File: src/core/scg_pkg.sv
// Package with register map, field layout and reset values for the clock gating block.
package scg_pkg;
   localparam int unsigned SCG_ADDR_W = 12;
   localparam logic [11:0] SCG_OFF_RUN = 12'h100;
   localparam logic [11:0] SCG_OFF_SLEEP = 12'h110;
   localparam logic [11:0] SCG_OFF_DEEP = 12'h120;
   localparam logic [11:0] SCG_OFF_CFG = 12'h060;
   localparam logic [11:0] SCG_OFF_IRQ_STAT = 12'h200;
   localparam logic [11:0] SCG_OFF_IRQ_MASK = 12'h204;
   localparam logic [31:0] SCG_GATE_RESET = 32'h0000_0040;
   localparam logic [31:0] SCG_GATE_MASK = 32'h0001_0348;
   localparam logic [31:0] SCG_DEEP_MASK = 32'h0001_0048;
   localparam int unsigned SCG_BIT_CONV = 16;
   localparam int unsigned SCG_BIT_HIB = 6;
   localparam int unsigned SCG_BIT_TMO = 3;
   localparam int unsigned SCG_RATE_LO = 8;
   localparam int unsigned SCG_RATE_HI = 9;
   localparam int unsigned SCG_BIT_ACG = 27;
   localparam logic [31:0] SCG_CFG_MASK = 32'h0800_0000;
   localparam logic [1:0] SCG_RATE_125K = 2'h0;
   localparam logic [1:0] SCG_RATE_250K = 2'h1;
   localparam logic [1:0] SCG_RATE_500K = 2'h2;
   localparam int unsigned SCG_IRQ_W = 3;
   localparam int unsigned SCG_IRQ_CONV_FAULT = 0;
   localparam int unsigned SCG_IRQ_TMO_FAULT = 1;
   localparam int unsigned SCG_IRQ_BAD_RATE = 2;
   typedef enum logic [2:0] {
      SCG_MODE_RUN = 3'b001,
      SCG_MODE_SLEEP = 3'b010,
      SCG_MODE_DEEP = 3'b100
   } scg_mode_t;
endpackage : scg_pkg

File: src/core/scg_gate_reg.sv
// One masked gating register with write strobe and reset value.
module scg_gate_reg
   import scg_pkg::*;
#(
   parameter logic [31:0] RESET_VAL = SCG_GATE_RESET,
   parameter logic [31:0] WR_MASK = SCG_GATE_MASK
) (
   input wire logic i_core_clk,
   input wire logic i_rst_n,
   input wire logic i_we,
   input wire logic [31:0] i_wdata,
   output logic [31:0] o_value
);
   initial begin
      if ((RESET_VAL & ~WR_MASK) != 32'h0) begin
         $error("Reset value sets bits outside the writable mask.");
      end
   end

   always_ff @(posedge i_core_clk or negedge i_rst_n) begin
      if (!i_rst_n) begin
         o_value <= RESET_VAL;
      end else if (i_we) begin
         o_value <= i_wdata & WR_MASK;
      end
   end
endmodule : scg_gate_reg

File: src/core/scg_unit_gate.sv
// Glitch-free clock gate for one unit, latch-free flop style on the falling edge.
module scg_unit_gate (
   input wire logic i_core_clk,
   input wire logic i_rst_n,
   input wire logic i_enable,
   output logic o_unit_clk,
   output logic o_unit_on
);
   logic en_low;

   // The enable is taken on the falling edge and only changes while the clock is low, so the gated clock never gets a runt pulse.
   always_ff @(negedge i_core_clk or negedge i_rst_n) begin
      if (!i_rst_n) begin
         en_low <= 1'b0;
      end else begin
         en_low <= i_enable;
      end
   end

   assign o_unit_clk = i_core_clk & en_low;
   assign o_unit_on = i_enable;
endmodule : scg_unit_gate

File: src/core/scg_sleep_gating.sv
// Sleep-mode clock gating control with APB registers, unit clock gates and access faults.
// How it works
// - each gating bit clocks or stops one unit
// - access to unclocked unit answers bus fault
// - gating bits reset to zero unless noted
// - separate run, sleep and deep-sleep registers
// - sleep registers apply only with auto select
// - sleep register at 0x110, reset 0x00000040
// - bit 16 enables the converter clock
// - bits 9:8 pick converter sample rate
// - bit 6 enables hibernate, resets to one
// - bit 3 enables timeout timer clock
// - unused bits read zero, software preserves them
//
// Chosen here: register access over APB.
module scg_sleep_gating
   import scg_pkg::*;
#(
   parameter logic [1:0] MAX_RATE = SCG_RATE_500K
) (
   input wire logic i_core_clk,
   input wire logic i_rst_n,
   input wire logic i_psel,
   input wire logic i_penable,
   input wire logic i_pwrite,
   input wire logic [11:0] i_paddr,
   input wire logic [31:0] i_pwdata,
   output logic [31:0] o_prdata,
   output logic o_pready,
   output logic o_pslverr,
   input wire logic i_sleep,
   input wire logic i_deep_sleep,
   input wire logic i_conv_access,
   input wire logic i_tmo_access,
   output logic o_conv_fault,
   output logic o_tmo_fault,
   output logic o_conv_clk,
   output logic o_hib_clk,
   output logic o_tmo_clk,
   output logic o_conv_en,
   output logic o_hib_en,
   output logic o_tmo_en,
   output logic [1:0] o_conv_rate,
   output logic o_irq
);
   initial begin
      if (MAX_RATE > SCG_RATE_500K) begin
         $error("MAX_RATE above the highest encoded rate.");
      end
   end

   logic [31:0] run_gate;
   logic [31:0] sleep_gate;
   logic [31:0] deep_gate;
   logic [31:0] cfg;
   logic [SCG_IRQ_W-1:0] irq_stat;
   logic [SCG_IRQ_W-1:0] irq_mask;
   logic [31:0] next_prdata;
   logic conv_fault;
   logic tmo_fault;
   scg_mode_t mode;

   wire write_phase = i_psel && i_penable && i_pwrite;
   wire access_phase = i_psel && i_penable;
   wire hit_run = i_paddr == SCG_OFF_RUN;
   wire hit_sleep = i_paddr == SCG_OFF_SLEEP;
   wire hit_deep = i_paddr == SCG_OFF_DEEP;
   wire hit_cfg = i_paddr == SCG_OFF_CFG;
   wire hit_stat = i_paddr == SCG_OFF_IRQ_STAT;
   wire hit_mask = i_paddr == SCG_OFF_IRQ_MASK;
   wire hit_any = hit_run | hit_sleep | hit_deep | hit_cfg | hit_stat | hit_mask;
   wire auto_gate = cfg[SCG_BIT_ACG];

   // Three independent gating registers, one per power mode.
   scg_gate_reg #(.RESET_VAL(SCG_GATE_RESET), .WR_MASK(SCG_GATE_MASK)) u_run (
      .i_core_clk(i_core_clk),
      .i_rst_n(i_rst_n),
      .i_we(write_phase && hit_run),
      .i_wdata(i_pwdata),
      .o_value(run_gate)
   );
   scg_gate_reg #(.RESET_VAL(SCG_GATE_RESET), .WR_MASK(SCG_GATE_MASK)) u_sleep (
      .i_core_clk(i_core_clk),
      .i_rst_n(i_rst_n),
      .i_we(write_phase && hit_sleep),
      .i_wdata(i_pwdata),
      .o_value(sleep_gate)
   );
   scg_gate_reg #(.RESET_VAL(SCG_GATE_RESET), .WR_MASK(SCG_DEEP_MASK)) u_deep (
      .i_core_clk(i_core_clk),
      .i_rst_n(i_rst_n),
      .i_we(write_phase && hit_deep),
      .i_wdata(i_pwdata),
      .o_value(deep_gate)
   );
   scg_gate_reg #(.RESET_VAL(32'h0), .WR_MASK(SCG_CFG_MASK)) u_cfg (
      .i_core_clk(i_core_clk),
      .i_rst_n(i_rst_n),
      .i_we(write_phase && hit_cfg),
      .i_wdata(i_pwdata),
      .o_value(cfg)
   );

   // Mode selection: sleep registers only take over when auto gating is selected.
   always_comb begin
      if (auto_gate && i_deep_sleep) begin
         mode = SCG_MODE_DEEP;
      end else if (auto_gate && i_sleep) begin
         mode = SCG_MODE_SLEEP;
      end else begin
         mode = SCG_MODE_RUN;
      end
   end

   logic [31:0] active_gate;
   always_comb begin
      unique case (mode)
         SCG_MODE_DEEP: active_gate = deep_gate;
         SCG_MODE_SLEEP: active_gate = sleep_gate;
         SCG_MODE_RUN: active_gate = run_gate;
         default: active_gate = run_gate;
      endcase
   end

   assign o_conv_en = active_gate[SCG_BIT_CONV];
   assign o_hib_en = active_gate[SCG_BIT_HIB];
   assign o_tmo_en = active_gate[SCG_BIT_TMO];

   // Sleep with auto gating takes the rate from the sleep register; deep sleep has no rate field.
   wire [1:0] rate_req = (mode == SCG_MODE_SLEEP) ? sleep_gate[SCG_RATE_HI:SCG_RATE_LO] :
      run_gate[SCG_RATE_HI:SCG_RATE_LO];
   wire rate_bad = rate_req > MAX_RATE;
   always_ff @(posedge i_core_clk or negedge i_rst_n) begin
      if (!i_rst_n) begin
         o_conv_rate <= SCG_RATE_125K;
      end else begin
         o_conv_rate <= rate_bad ? MAX_RATE : rate_req;
      end
   end

   scg_unit_gate u_conv_gate (
      .i_core_clk(i_core_clk),
      .i_rst_n(i_rst_n),
      .i_enable(o_conv_en),
      .o_unit_clk(o_conv_clk),
      .o_unit_on()
   );
   scg_unit_gate u_hib_gate (
      .i_core_clk(i_core_clk),
      .i_rst_n(i_rst_n),
      .i_enable(o_hib_en),
      .o_unit_clk(o_hib_clk),
      .o_unit_on()
   );
   scg_unit_gate u_tmo_gate (
      .i_core_clk(i_core_clk),
      .i_rst_n(i_rst_n),
      .i_enable(o_tmo_en),
      .o_unit_clk(o_tmo_clk),
      .o_unit_on()
   );

   // Accesses to a stopped unit are faulted, not forwarded.
   assign conv_fault = i_conv_access && !o_conv_en;
   assign tmo_fault = i_tmo_access && !o_tmo_en;
   assign o_conv_fault = conv_fault;
   assign o_tmo_fault = tmo_fault;

   wire [SCG_IRQ_W-1:0] irq_event = {rate_bad, tmo_fault, conv_fault};
   wire [SCG_IRQ_W-1:0] irq_clr =
      (write_phase && hit_stat) ? i_pwdata[SCG_IRQ_W-1:0] : '0;

   // Set wins over a clear in the same cycle.
   always_ff @(posedge i_core_clk or negedge i_rst_n) begin
      if (!i_rst_n) begin
         irq_stat <= '0;
      end else begin
         irq_stat <= (irq_stat & ~irq_clr) | irq_event;
      end
   end

   always_ff @(posedge i_core_clk or negedge i_rst_n) begin
      if (!i_rst_n) begin
         irq_mask <= '0;
      end else if (write_phase && hit_mask) begin
         irq_mask <= i_pwdata[SCG_IRQ_W-1:0];
      end
   end

   assign o_irq = |(irq_stat & irq_mask);

   // Read mux; unused bits are already zero in every stored value.
   always_comb begin
      next_prdata = 32'h0;
      if (hit_run) begin
         next_prdata = run_gate;
      end else if (hit_sleep) begin
         next_prdata = sleep_gate;
      end else if (hit_deep) begin
         next_prdata = deep_gate;
      end else if (hit_cfg) begin
         next_prdata = cfg;
      end else if (hit_stat) begin
         next_prdata = {{(32 - SCG_IRQ_W){1'b0}}, irq_stat};
      end else if (hit_mask) begin
         next_prdata = {{(32 - SCG_IRQ_W){1'b0}}, irq_mask};
      end
   end

   always_ff @(posedge i_core_clk or negedge i_rst_n) begin
      if (!i_rst_n) begin
         o_prdata <= 32'h0;
      end else if (i_psel && !i_penable && !i_pwrite) begin
         o_prdata <= next_prdata;
      end
   end

   assign o_pready = 1'b1;
   assign o_pslverr = access_phase && !hit_any;
endmodule : scg_sleep_gating

File: config.mk
export PLATFORM = sky130hd
export DESIGN_NAME = scg_sleep_gating
export DESIGN_NICKNAME = d
export VERILOG_FILES = /design/src/core/scg_pkg.sv /design/src/core/scg_gate_reg.sv /design/src/core/scg_unit_gate.sv /design/src/core/scg_sleep_gating.sv
export SDC_FILE = /design/constraint.sdc
export NUM_CORES = 1
export LEC_CHECK = 0
export BUFFER_PORTS_ARGS = -buffer_cell sky130_fd_sc_hd__clkbuf_2
export CAP_MARGIN = 20
export CORE_ASPECT_RATIO = 1.4
export CORE_MARGIN = 2
export CORE_UTILIZATION = 34
export CTS_CLUSTER_SIZE = 12
export DETAILED_ROUTE_END_ITERATION = 16
export PLACE_DENSITY = 0.6
export SLEW_MARGIN = 20
export SYNTH_ARGS = -nofsm -noshare
export SYNTH_HDL_FRONTEND = slang
export SYNTH_SLANG_ARGS = --single-unit
export TNS_END_PERCENT = 20
File: constraint.sdc
create_clock -name i_core_clk -period 2.09 [get_ports i_core_clk]
set_clock_uncertainty 0.2 [all_clocks]
set_input_delay 0.3135 -clock i_core_clk [delete_from_list [all_inputs] [get_ports i_core_clk]]
set_output_delay 0.3135 -clock i_core_clk [all_outputs]
set_load 0.02 [all_outputs]
* Yosys cells after proc, flatten, opt, wreduce, memory -nomap -nowiden
Index checks and enable logic that the tools add are counted.
W data, S select, Z words.
** Storage, ports and cells
- Register bits :: 57
- Bits of input ports :: 53
- Output and inout port bits :: 45
- Logic and storage cells :: 65
** Operators by class
- $lt $le $gt $ge :: 1
- Equal/unequal tests :: 8
- Muxes and demuxes :: 12
- Bitwise gates (word level) :: 12
- Reductions and logical operators :: 21
** Operator list (number)
- $mux W28 :: 4
- $eq A12 B9 Y1 const B :: 3
- $pmux W17 S2 :: 1
- $eq A12 B10 Y1 const B :: 2
- $logic_and A1 B1 Y1 :: 15
- $eq A12 B7 Y1 const B :: 1
- $mux W3 :: 4
- $and A3 B3 Y3 :: 2
- $mux W2 :: 3
- $logic_not A1 Y1 :: 5
- $or A1 B1 Y1 :: 5
- $and A1 B1 Y1 :: 3
- $eq A3 B2 Y1 const B :: 1
- $eq A3 B3 Y1 const B :: 1
- $not A3 Y3 :: 1
- $or A3 B3 Y3 :: 1
- $reduce_or A3 Y1 :: 1
- $gt A2 B2 Y1 const B :: 1

* Logic depth before layout (Yosys ltp)
Gate-level depths: netlist of run 1.
- Depth in word-level cells :: 8
- Mapped depth :: 5
- Depth with buffers taken out :: 4

* Hierarchy
Synthesis of run 1 repeated with hierarchy kept, for this count alone.
** Second synthesis, totals
- Cell total of the unflattened synthesis :: 520
- Area total of the unflattened synthesis :: 4468.0 um^2
** Modules (own cells, without submodules)
- scg_sleep_gating :: instances 1, cells each 365, area an instance 2965.3 um^2, seq. area each 1001.0 um^2
- scg_gate_reg at u_run ... :: instances 2, cells each 38, area an instance 389.1 um^2, seq. area each 126.4 um^2
- scg_gate_reg at u_deep :: instances 1, cells each 36, area an instance 331.6 um^2, seq. area each 76.3 um^2
- scg_gate_reg at u_cfg :: instances 1, cells each 34, area an instance 276.5 um^2, seq. area each 25.0 um^2
- scg_unit_gate :: instances 3, cells each 3, area an instance 38.8 um^2, seq. area each 25.0 um^2

==> summary.txt, run 1 <==
Routed WL per cell - 14.82 um
# placed instances - 316
# DRC - 0
Core area - 5485 um2
DP Worst Slack - -0.3047 ns
Cell variety after synth - 39
First-pass GRT wire length - 7.941 mm
Die Span Y - 93.22 um
PortBufs - 50
Post-Layout Cell Count - 341
EDFF count, synth - 0
Failing checks - negative setup slack
PD cells - 580.0 nW/um2
Clk slew on worst S/H paths - 0.07 ns
Seq/Total Area, Yosys - 44.21%
Critical Path Source - u_conv_gate.en_low$_DFF_NN0_
Setup Crit Path Kind - flop to output port
YS warnings - 0
Hold Violations, Final - 0
Total Power - 1.572 mW
Area grow syn2layout - 40.26%
Final HPWL DP - 3.781 mm
Clock Latency Late Sink - 0.39 ns
Final-stage net count - 324
Seq cells post-synth - 34
WL final - 5.053 mm
DRT iter0 DRCs - 63
Setup bufs post-CTS - 0
Worst EP arrival - 2.16 ns
Die ar. - 6313 um2
Unrepaired setup endpoints after global routing - true
Layout cells sized above 1 - 49.08%
Status - finished, violations left
Starting Density - 35.24%
Post-DR vias/cell - 4.745
Initial antenna violation count - 0
Most common cell in the synthesized netlist - dfrtp_1
Synth Instances - 177
GP Congestion - 0.8314
Required time worst endpoint - 1.58 ns
Core Rows - 32
Worst hold stages - 4
Total GRT Usage - 17.87%
Post-synth top area cell - dfrtp_1
Router iterations before antenna repair - 4
N_diodes - 0
Synth async-reset ratio - 100.0%
Startpoint types - flop
Max-slew headroom - 62.18%
Final core occ - 49.43%
Netlist Area Pre-Place - 1933 um2
Share of the synthesized area in the top cell type - 36.25%
CTS tree - yes
Top_reg_cell synth - dfrtp_1
Top area cells in the synthesized netlist - dfrtp_1 36%, mux2_2 10%, buf_4 9.3%
Setup TNS - -2.032 ns
Max cap viols - 0
Syn avg cell area - 10.92 um2
Vias - 1618
VDD IR max - 0.3160 mV
I/O pins - 98
Setup slack after layout - -0.5874 ns
Hold path startpoint - i_paddr[1]
Synth cell count leaders - 28 x dfrtp_1, 24 x buf_4, 18 x mux2_2
Reg2reg start - u_cfg.o_value[27]$_DFFE_PN0P_
Post-DRT Antenna Nets - 0
Vias in the first global route - 1647
Max Fanout on Critical Path - 1
Hold Crit Class - input port to flop
Total gr overflow - 0
Slew Viols, Final - 0
Setup Viol. Count Final - 11
FF-to-FF path depth - 3
Leakage power - 1.404 nW
CP Capture Type - output port
Largest net degree at the start of global routing - 19
Least-Margin Pin Slew - 0.5660 ns
Die W - 67.73 um
## through the flow
| step | hold slack, ns | area, um2 |
|---|---|---|
| 3_3_place_gp | 0.1788 | 2365 |
| 4_1_cts | 0.1514 | 2696 |
| 6_report | 0.1749 | 2711 |
| 5_1_grt | 0.1805 | 2711 |
| 2_1_floorplan | -0.1821 | 2038 |
| 3_5_place_dp | 0.1877 | 2365 |
## layout by cell type (no fill, tap or decap), types with 3 or more instances in the layout
| master | instances |
|---|---|
| mux2i_1 | 8 |
| buf_4 | 25 |
| mux2_2 | 18 |
| nor3_2 | 3 |
| o31ai_1 | 6 |
| dfrtp_1 | 27 |
| inv_1 | 5 |
| buf_8 | 4 |
| nor4_1 | 3 |
| dfrtn_1 | 3 |
| and2_4 | 5 |
| nand3_1 | 4 |
| a22o_1 | 5 |
| conb_1 | 24 |
| clkbuf_2 | 44 |
| dfstp_2 | 3 |
| a21oi_1 | 5 |
| buf_6 | 3 |
| nand2_1 | 13 |
| clkbuf_8 | 11 |
| dlygate4sd3_1 | 12 |
| nor2_1 | 7 |
## cell type report
class | instances | area, um2
fill | 525 | 2774
multi-input combinational | 130 | 958.4
sequential | 34 | 855.8
timing repair buffer | 86 | 590.6
clock buffer | 15 | 190.2
tap | 68 | 85.08
inverter | 7 | 26.28
clock inverter | 1 | 5.005
## sequential cells by signal (all words and copies together), names as in the netlist
name	count
u_cfg.o_value	1
u_sleep.o_value	5
o_prdata	9
irq_stat	3
o_conv_rate	2
u_run.o_value	5
u_tmo_gate.en_low	1
irq_mask	3
u_conv_gate.en_low	1
u_deep.o_value	3
u_hib_gate.en_low	1
## worst max-delay path, stage by stage, from the launching register on
cell and delay, ns:
dfrtn_1 0.44, and2_4 0.16, buf_8 0.10
## cells by family after synthesis
kind of cell | Yosys count | synth area share, %
AO/OA/AOI/OAI | 25 | 9.384
buffers and inverters | 35 | 12.30
flip-flops | 34 | 44.21
multiplexers | 26 | 14.63
other | 2 | 0.3885
AND/OR/NAND/NOR | 55 | 19.09
## layer usage
layer	part of all wire, %	wire [um]	vias to the layer above	global-route usage [%]
met1	39	1946	773	18.24
met4	2.8	142	0	14.46
met2	54	2709	60	29.33
li1	-	-	772	-
met5	0	0	-	0
met3	5.0	254	13	5.054
## path summary, 6_finish.rpt
path,to,slack [ns]
setup / recovery,o_conv_clk,-0.59
hold / removal,o_prdata[0]$_DFFE_PN0P_,0.17
setup reg to reg,u_tmo_gate.en_low$_DFF_NN0_,-0.16
hold reg to reg,o_prdata[8]$_DFFE_PN0P_,0.28
max in group asynchronous,u_conv_gate.en_low$_DFF_NN0_,0.48
min in group asynchronous,u_sleep.o_value[6]$_DFFE_PN1P_,0.31
## report_power, final
part	switching [mW]	internal, mW
Clock	0.295	0.439
Sequential	0.000423	0.659
Combinational	0.112	0.0675
Total	0.407	1.17
## what timing repair did
action	CTS	global route
resized for setup	17	7
endpoints found under the hold margin	48	0
endpoints found under the setup margin	12	12
hold buffers	12	0
pin swaps	5	3
Note: power is estimated with default switching activity, not from simulation.
==> run 2, diff against run 1 <==
--- a/config.mk
+++ b/config.mk
@@ -6,13 +6,12 @@
 export NUM_CORES = 1
 export LEC_CHECK = 0
 export BUFFER_PORTS_ARGS = -buffer_cell sky130_fd_sc_hd__clkbuf_2
-export CAP_MARGIN = 20
 export CORE_ASPECT_RATIO = 1.4
 export CORE_MARGIN = 2
 export CORE_UTILIZATION = 34
 export CTS_CLUSTER_SIZE = 12
 export DETAILED_ROUTE_END_ITERATION = 16
-export PLACE_DENSITY = 0.6
+export PLACE_DENSITY_LB_ADDON = 0.3
 export SLEW_MARGIN = 20
 export SYNTH_ARGS = -nofsm -noshare
 export SYNTH_HDL_FRONTEND = slang
==> run 2 against run 1 <==
  * The run still ends with negative setup slack left
  * Clock power is 1% lower
  * Combinational power hardly changed
  * Design area hardly changed
  * Final cell count stayed put
  * Critical path depth stayed put
  * Via count is 0.31% lower
  * Register-to-register slack hardly changed
  * Count of clock-buffer cells in the layout stayed put
  * Global-route usage is 1.0 points lower
  * Sequential share of layout area hardly changed
  * Non-clock buffer count stayed put
  * Utilization hardly changed
==> summary.txt, run 2 (synthesized netlist as in run 1, its figures left out) <==
Setup TNS - -1.944 ns
Most common cell after layout, fill and taps aside - clkbuf_2
Die W - 67.73 um
I/O pins - 98
First-pass GRT wire length - 7.659 mm
Vias in the first global route - 1638
Reg-to-reg endpoint - u_tmo_gate.en_low$_DFF_NN0_
Unrepaired setup endpoints after global routing - true
GP Congestion - 0.7910
Worst reg2reg setup slack - -0.15 ns
Most frequent cells in the layout - 44 x clkbuf_2, 27 x dfrtp_1, 26 x buf_4, 24 x conb_1, 18 x mux2_2
Router iterations before antenna repair - 4
Layout cells sized above 1 - 49.08%
Failing checks - negative setup slack
Max reg flops - 9
Hold Violations, Final - 0
N_diodes - 0
PortBufs - 50
Setup Crit Path Kind - flop to output port
Hold path startpoint - i_paddr[1]
DRT iter0 DRCs - 62
Least-Margin Pin Slew - 0.5493 ns
CP Capture Type - output port
Setup slack after layout - -0.5585 ns
Setup Viol. Count Final - 10
Slew Viols, Final - 0
Initial antenna violation count - 0
Vias - 1613
Area grow syn2layout - 40.13%
WL final - 4.768 mm
Clk slew on worst S/H paths - 0.07 ns
Post-Layout Cell Count - 341
Startpoint types - flop
Max Fanout on Critical Path - 1
Post-DRT Antenna Nets - 0
Starting Density - 35.24%
Largest net degree at the start of global routing - 19
Routed WL per cell - 13.98 um
Final-stage net count - 324
Die Span Y - 93.22 um
Max-slew headroom - 63.29%
Setup bufs post-CTS - 0
WHS Endpoint - o_prdata[1]$_DFFE_PN0P_
Largest regs - o_prdata: 9 flops, u_run.o_value: 5 flops, u_sleep.o_value: 5 flops
Worst EP arrival - 2.13 ns
Status - finished, violations left
Final core occ - 49.38%
# DRC - 0
Total gr overflow - 0
Core area - 5485 um2
Reg2reg start - u_cfg.o_value[27]$_DFFE_PN0P_
Required time worst endpoint - 1.58 ns
Leakage power - 1.404 nW
Worst hold stages - 4
Max cap viols - 0
FF-to-FF path depth - 3
PD cells - 577.7 nW/um2
Biggest register - o_prdata
VDD IR max - 0.3149 mV
Die ar. - 6313 um2
CTS tree - yes
Post-DR vias/cell - 4.730
# placed instances - 316
Total Power - 1.565 mW
Total GRT Usage - 16.83%
Hold Crit Class - input port to flop
Core Rows - 32
Clock Latency Late Sink - 0.38 ns
Final HPWL DP - 3.741 mm
[run 2: critical path: stages, from the launching register on]
cell	delay, ns
dfrtn_1	0.43
and2_4	0.16
buf_8	0.10
[run 2: per-stage QoR]
step	setup slack [ns]	hold slack, ns	instance area (um2)
finish	-0.5585	0.1602	2709
global route	-0.5975	0.1910	2709
CTS	-0.6027	0.1551	2693
detailed placement	-0.3048	0.1844	2365
global placement	-0.2882	0.1787	2365
floorplan	-0.2173	-0.1821	2038
[run 2: worst max-delay path by stage]
stage / from / end / cells after the start
2_1_floorplan: i_sleep / u_conv_gate.en_low$_DFF_NN0_ / 4
3_3_place_gp: i_deep_sleep / u_tmo_gate.en_low$_DFF_NN0_ / 5
3_5_place_dp: i_deep_sleep / u_tmo_gate.en_low$_DFF_NN0_ / 5
4_1_cts: u_conv_gate.en_low$_DFF_NN0_ / o_conv_clk / 2
5_1_grt: u_conv_gate.en_low$_DFF_NN0_ / o_conv_clk / 2
6_report: u_conv_gate.en_low$_DFF_NN0_ / o_conv_clk / 2
[run 2: area by class of cell]
class | count | area [um2]
Clock buffer | 15 | 190.2
Tap cell | 68 | 85.08
Fill cell | 518 | 2776
Multi-Input combinational cell | 130 | 958.4
Clock inverter | 1 | 5.005
Timing Repair Buffer | 86 | 588.1
Inverter | 7 | 26.28
Sequential cell | 34 | 855.8
[run 2: power breakdown]
part	switching, mW	internal (mW)
Combinational	0.111	0.0679
Clock	0.288	0.438
Sequential	0.000409	0.659
[run 2: timing repair]
item / CTS / global route
endpoints found under the hold margin: 47 / 0
resized for setup: 16 / 8
hold buffers: 12 / 0
setup endpoints to repair: 12 / 13
pin swaps: 6 / 4
[run 2: metal layers]
metal / track usage (%) / wire [um] / vias up
li1: - / - / 777
met5: 0 / 0 / -
met1: 18.16 / 1853 / 760
met4: 11.39 / 164 / 0
met3: 4.091 / 252 / 12
met2: 28.10 / 2498 / 64
==> run 3, diff against run 2 <==
--- a/config.mk
+++ b/config.mk
@@ -5,12 +5,12 @@
 export SDC_FILE = /design/constraint.sdc
 export NUM_CORES = 1
 export LEC_CHECK = 0
-export BUFFER_PORTS_ARGS = -buffer_cell sky130_fd_sc_hd__clkbuf_2
 export CORE_ASPECT_RATIO = 1.4
 export CORE_MARGIN = 2
 export CORE_UTILIZATION = 34
 export CTS_CLUSTER_SIZE = 12
 export DETAILED_ROUTE_END_ITERATION = 16
+export DONT_BUFFER_PORTS = 1
 export PLACE_DENSITY_LB_ADDON = 0.3
 export SLEW_MARGIN = 20
 export SYNTH_ARGS = -nofsm -noshare
==> run 3 against run 2 <==
  * The flow still finishes with violations (negative setup slack)
  * Highest routed layer unchanged
  * Count of clock-buffer cells in the layout is 3 lower
  * Critical path depth is 1 lower
  * Utilization is 5.1 points lower
  * Combinational power is 30% lower
  * Die area stayed put
  * Clock power is 1% higher
  * Via count is 11% lower
  * Worst setup slack better by 0.12 ns
  * First-iteration DRC count is 48% higher
  * Hold slack worse by 0.14 ns
  * Non-clock buffer count is 46 lower
  * Global-route usage is 0.49 points lower
==> summary.txt, run 3 (synthesized netlist as in run 1, its figures left out) <==
Total GRT Usage - 16.33%
CP Capture Type - output port
Max reg flops - 9
CP top delay family - flip-flops
Total gr overflow - 0
DRT iter0 DRCs - 92
First-pass GRT wire length - 7.265 mm
CTS tree - yes
Slew Viols, Final - 0
Worst-path cell chain - and2_4
Die Span Y - 93.22 um
Clk slew on worst S/H paths - 0.07 ns
Biggest register - o_prdata
Reg area - 854.6 um2
Failing checks - negative setup slack
Hold path startpoint - i_paddr[5]
Max Fanout on Critical Path - 1
Critical path depth - 1
Largest net degree at the start of global routing - 32
Slowest-stage cell, CP - dfrtn_1
Buffer and inverter count on the worst path - 0
Most frequent cells in the layout - 28 x dfrtp_1, 24 x conb_1, 22 x buf_4, 18 x mux2_2, 16 x dlygate4sd3_1
Die ar. - 6313 um2
GP Congestion - 0.7767
Critical Path Source - u_hib_gate.en_low$_DFF_NN0_
DP Worst Slack - -0.2596 ns
Post-DRT Antenna Nets - 0
I/O pins - 98
Vias in the first global route - 1490
Core area - 5485 um2
Setup slack after layout - -0.4400 ns
Area grow syn2layout - 25.76%
Core Rows - 32
Router iterations before antenna repair - 4
Final core occ - 44.32%
Max-slew headroom - 65.16%
Most common cell after layout, fill and taps aside - dfrtp_1
Final-stage net count - 275
Hold Crit Class - input port to flop
Multi-input logic area - 958.4 um2
Status - finished, violations left
Setup Viol. Count Final - 9
N_diodes - 0
Reg2reg start - u_deep.o_value[16]$_DFFE_PN0P_
Clock Latency Late Sink - 0.40 ns
Setup Crit Path Kind - flop to output port
Worst hold stages - 3
Vias - 1435
Leakage power - 1.177 nW
Max cap viols - 0
Routed WL per cell - 15.66 um
Layout cells sized above 1 - 35.71%
FF-to-FF path depth - 3
Worst reg2reg setup slack - -0.19 ns
WHS Endpoint - o_prdata[3]$_DFFE_PN0P_
Post-DR vias/cell - 4.914
Hold Violations, Final - 0
Fillers - 526
PD cells - 625.1 nW/um2
Final HPWL DP - 3.335 mm
Die W - 67.73 um
Reg-to-reg endpoint - u_conv_gate.en_low$_DFF_NN0_
CP max stage delay - 0.39 ns
WL final - 4.574 mm
VDD IR max - 0.3773 mV
Initial antenna violation count - 0
# DRC - 0
Starting Density - 35.24%
Required time worst endpoint - 1.58 ns
Unrepaired setup endpoints after global routing - true
PortBufs - 0
Least-Margin Pin Slew - 0.5213 ns
Worst EP arrival - 2.02 ns
Startpoint types - flop
Largest regs - o_prdata: 9 flops, u_run.o_value: 5 flops, u_sleep.o_value: 5 flops
==> run 3: layout make-up <==
| class | instances | area share, % |
|---|---|---|
| multi-input cells | 130 | 39.42 |
| flip-flops and latches | 34 | 35.15 |
| repair buffers | 40 | 14.67 |
| clock buffers | 12 | 5.970 |
| well taps | 68 | 3.500 |
| inverters | 7 | 1.081 |
| clock inverters | 1 | 0.2059 |
==> run 3: routing by layer <==
layer,wire length (um),global-route usage (%)
met1,1745,17.46
met2,2408,26.47
met3,282,5.295
met5,0,0
met4,138,11.22
==> run 3: timing repair <==
item / CTS / global route
setup buffers: 0 / 0
pin swaps: 4 / 0
endpoints found under the hold margin: 56 / 0
hold buffers: 17 / 0
gates resized for setup: 11 / 0
endpoints found under the setup margin: 13 / 13
==> run 3: report_power, final <==
group,switching (mW),internal [mW]
clock,0.296,0.438
combinational,0.0827,0.0434
sequential,0.000450,0.659
total,0.380,1.14
==> run 3: worst max path at each step <==
stage,end
2_1_floorplan,u_conv_gate.en_low$_DFF_NN0_
3_3_place_gp,u_conv_gate.en_low$_DFF_NN0_
3_5_place_dp,u_conv_gate.en_low$_DFF_NN0_
4_1_cts,o_hib_clk
5_1_grt,o_conv_clk
6_report,o_hib_clk
==> run 3: per-stage QoR <==
stage	cell area [um2]	std cells	TNS, ns	hold slack, ns	total power [mW]
after floorplan	2038	199	-0.7503	-0.1821	0.7891
after global placement	2085	262	-0.8111	-0.1815	0.7549
after detailed placement	2085	262	-0.8285	-0.1814	0.7551
after CTS	2431	292	-1.878	0.01552	1.549
after global routing	2431	292	-2.200	0.03322	1.593
final	2431	292	-1.787	0.02414	1.520
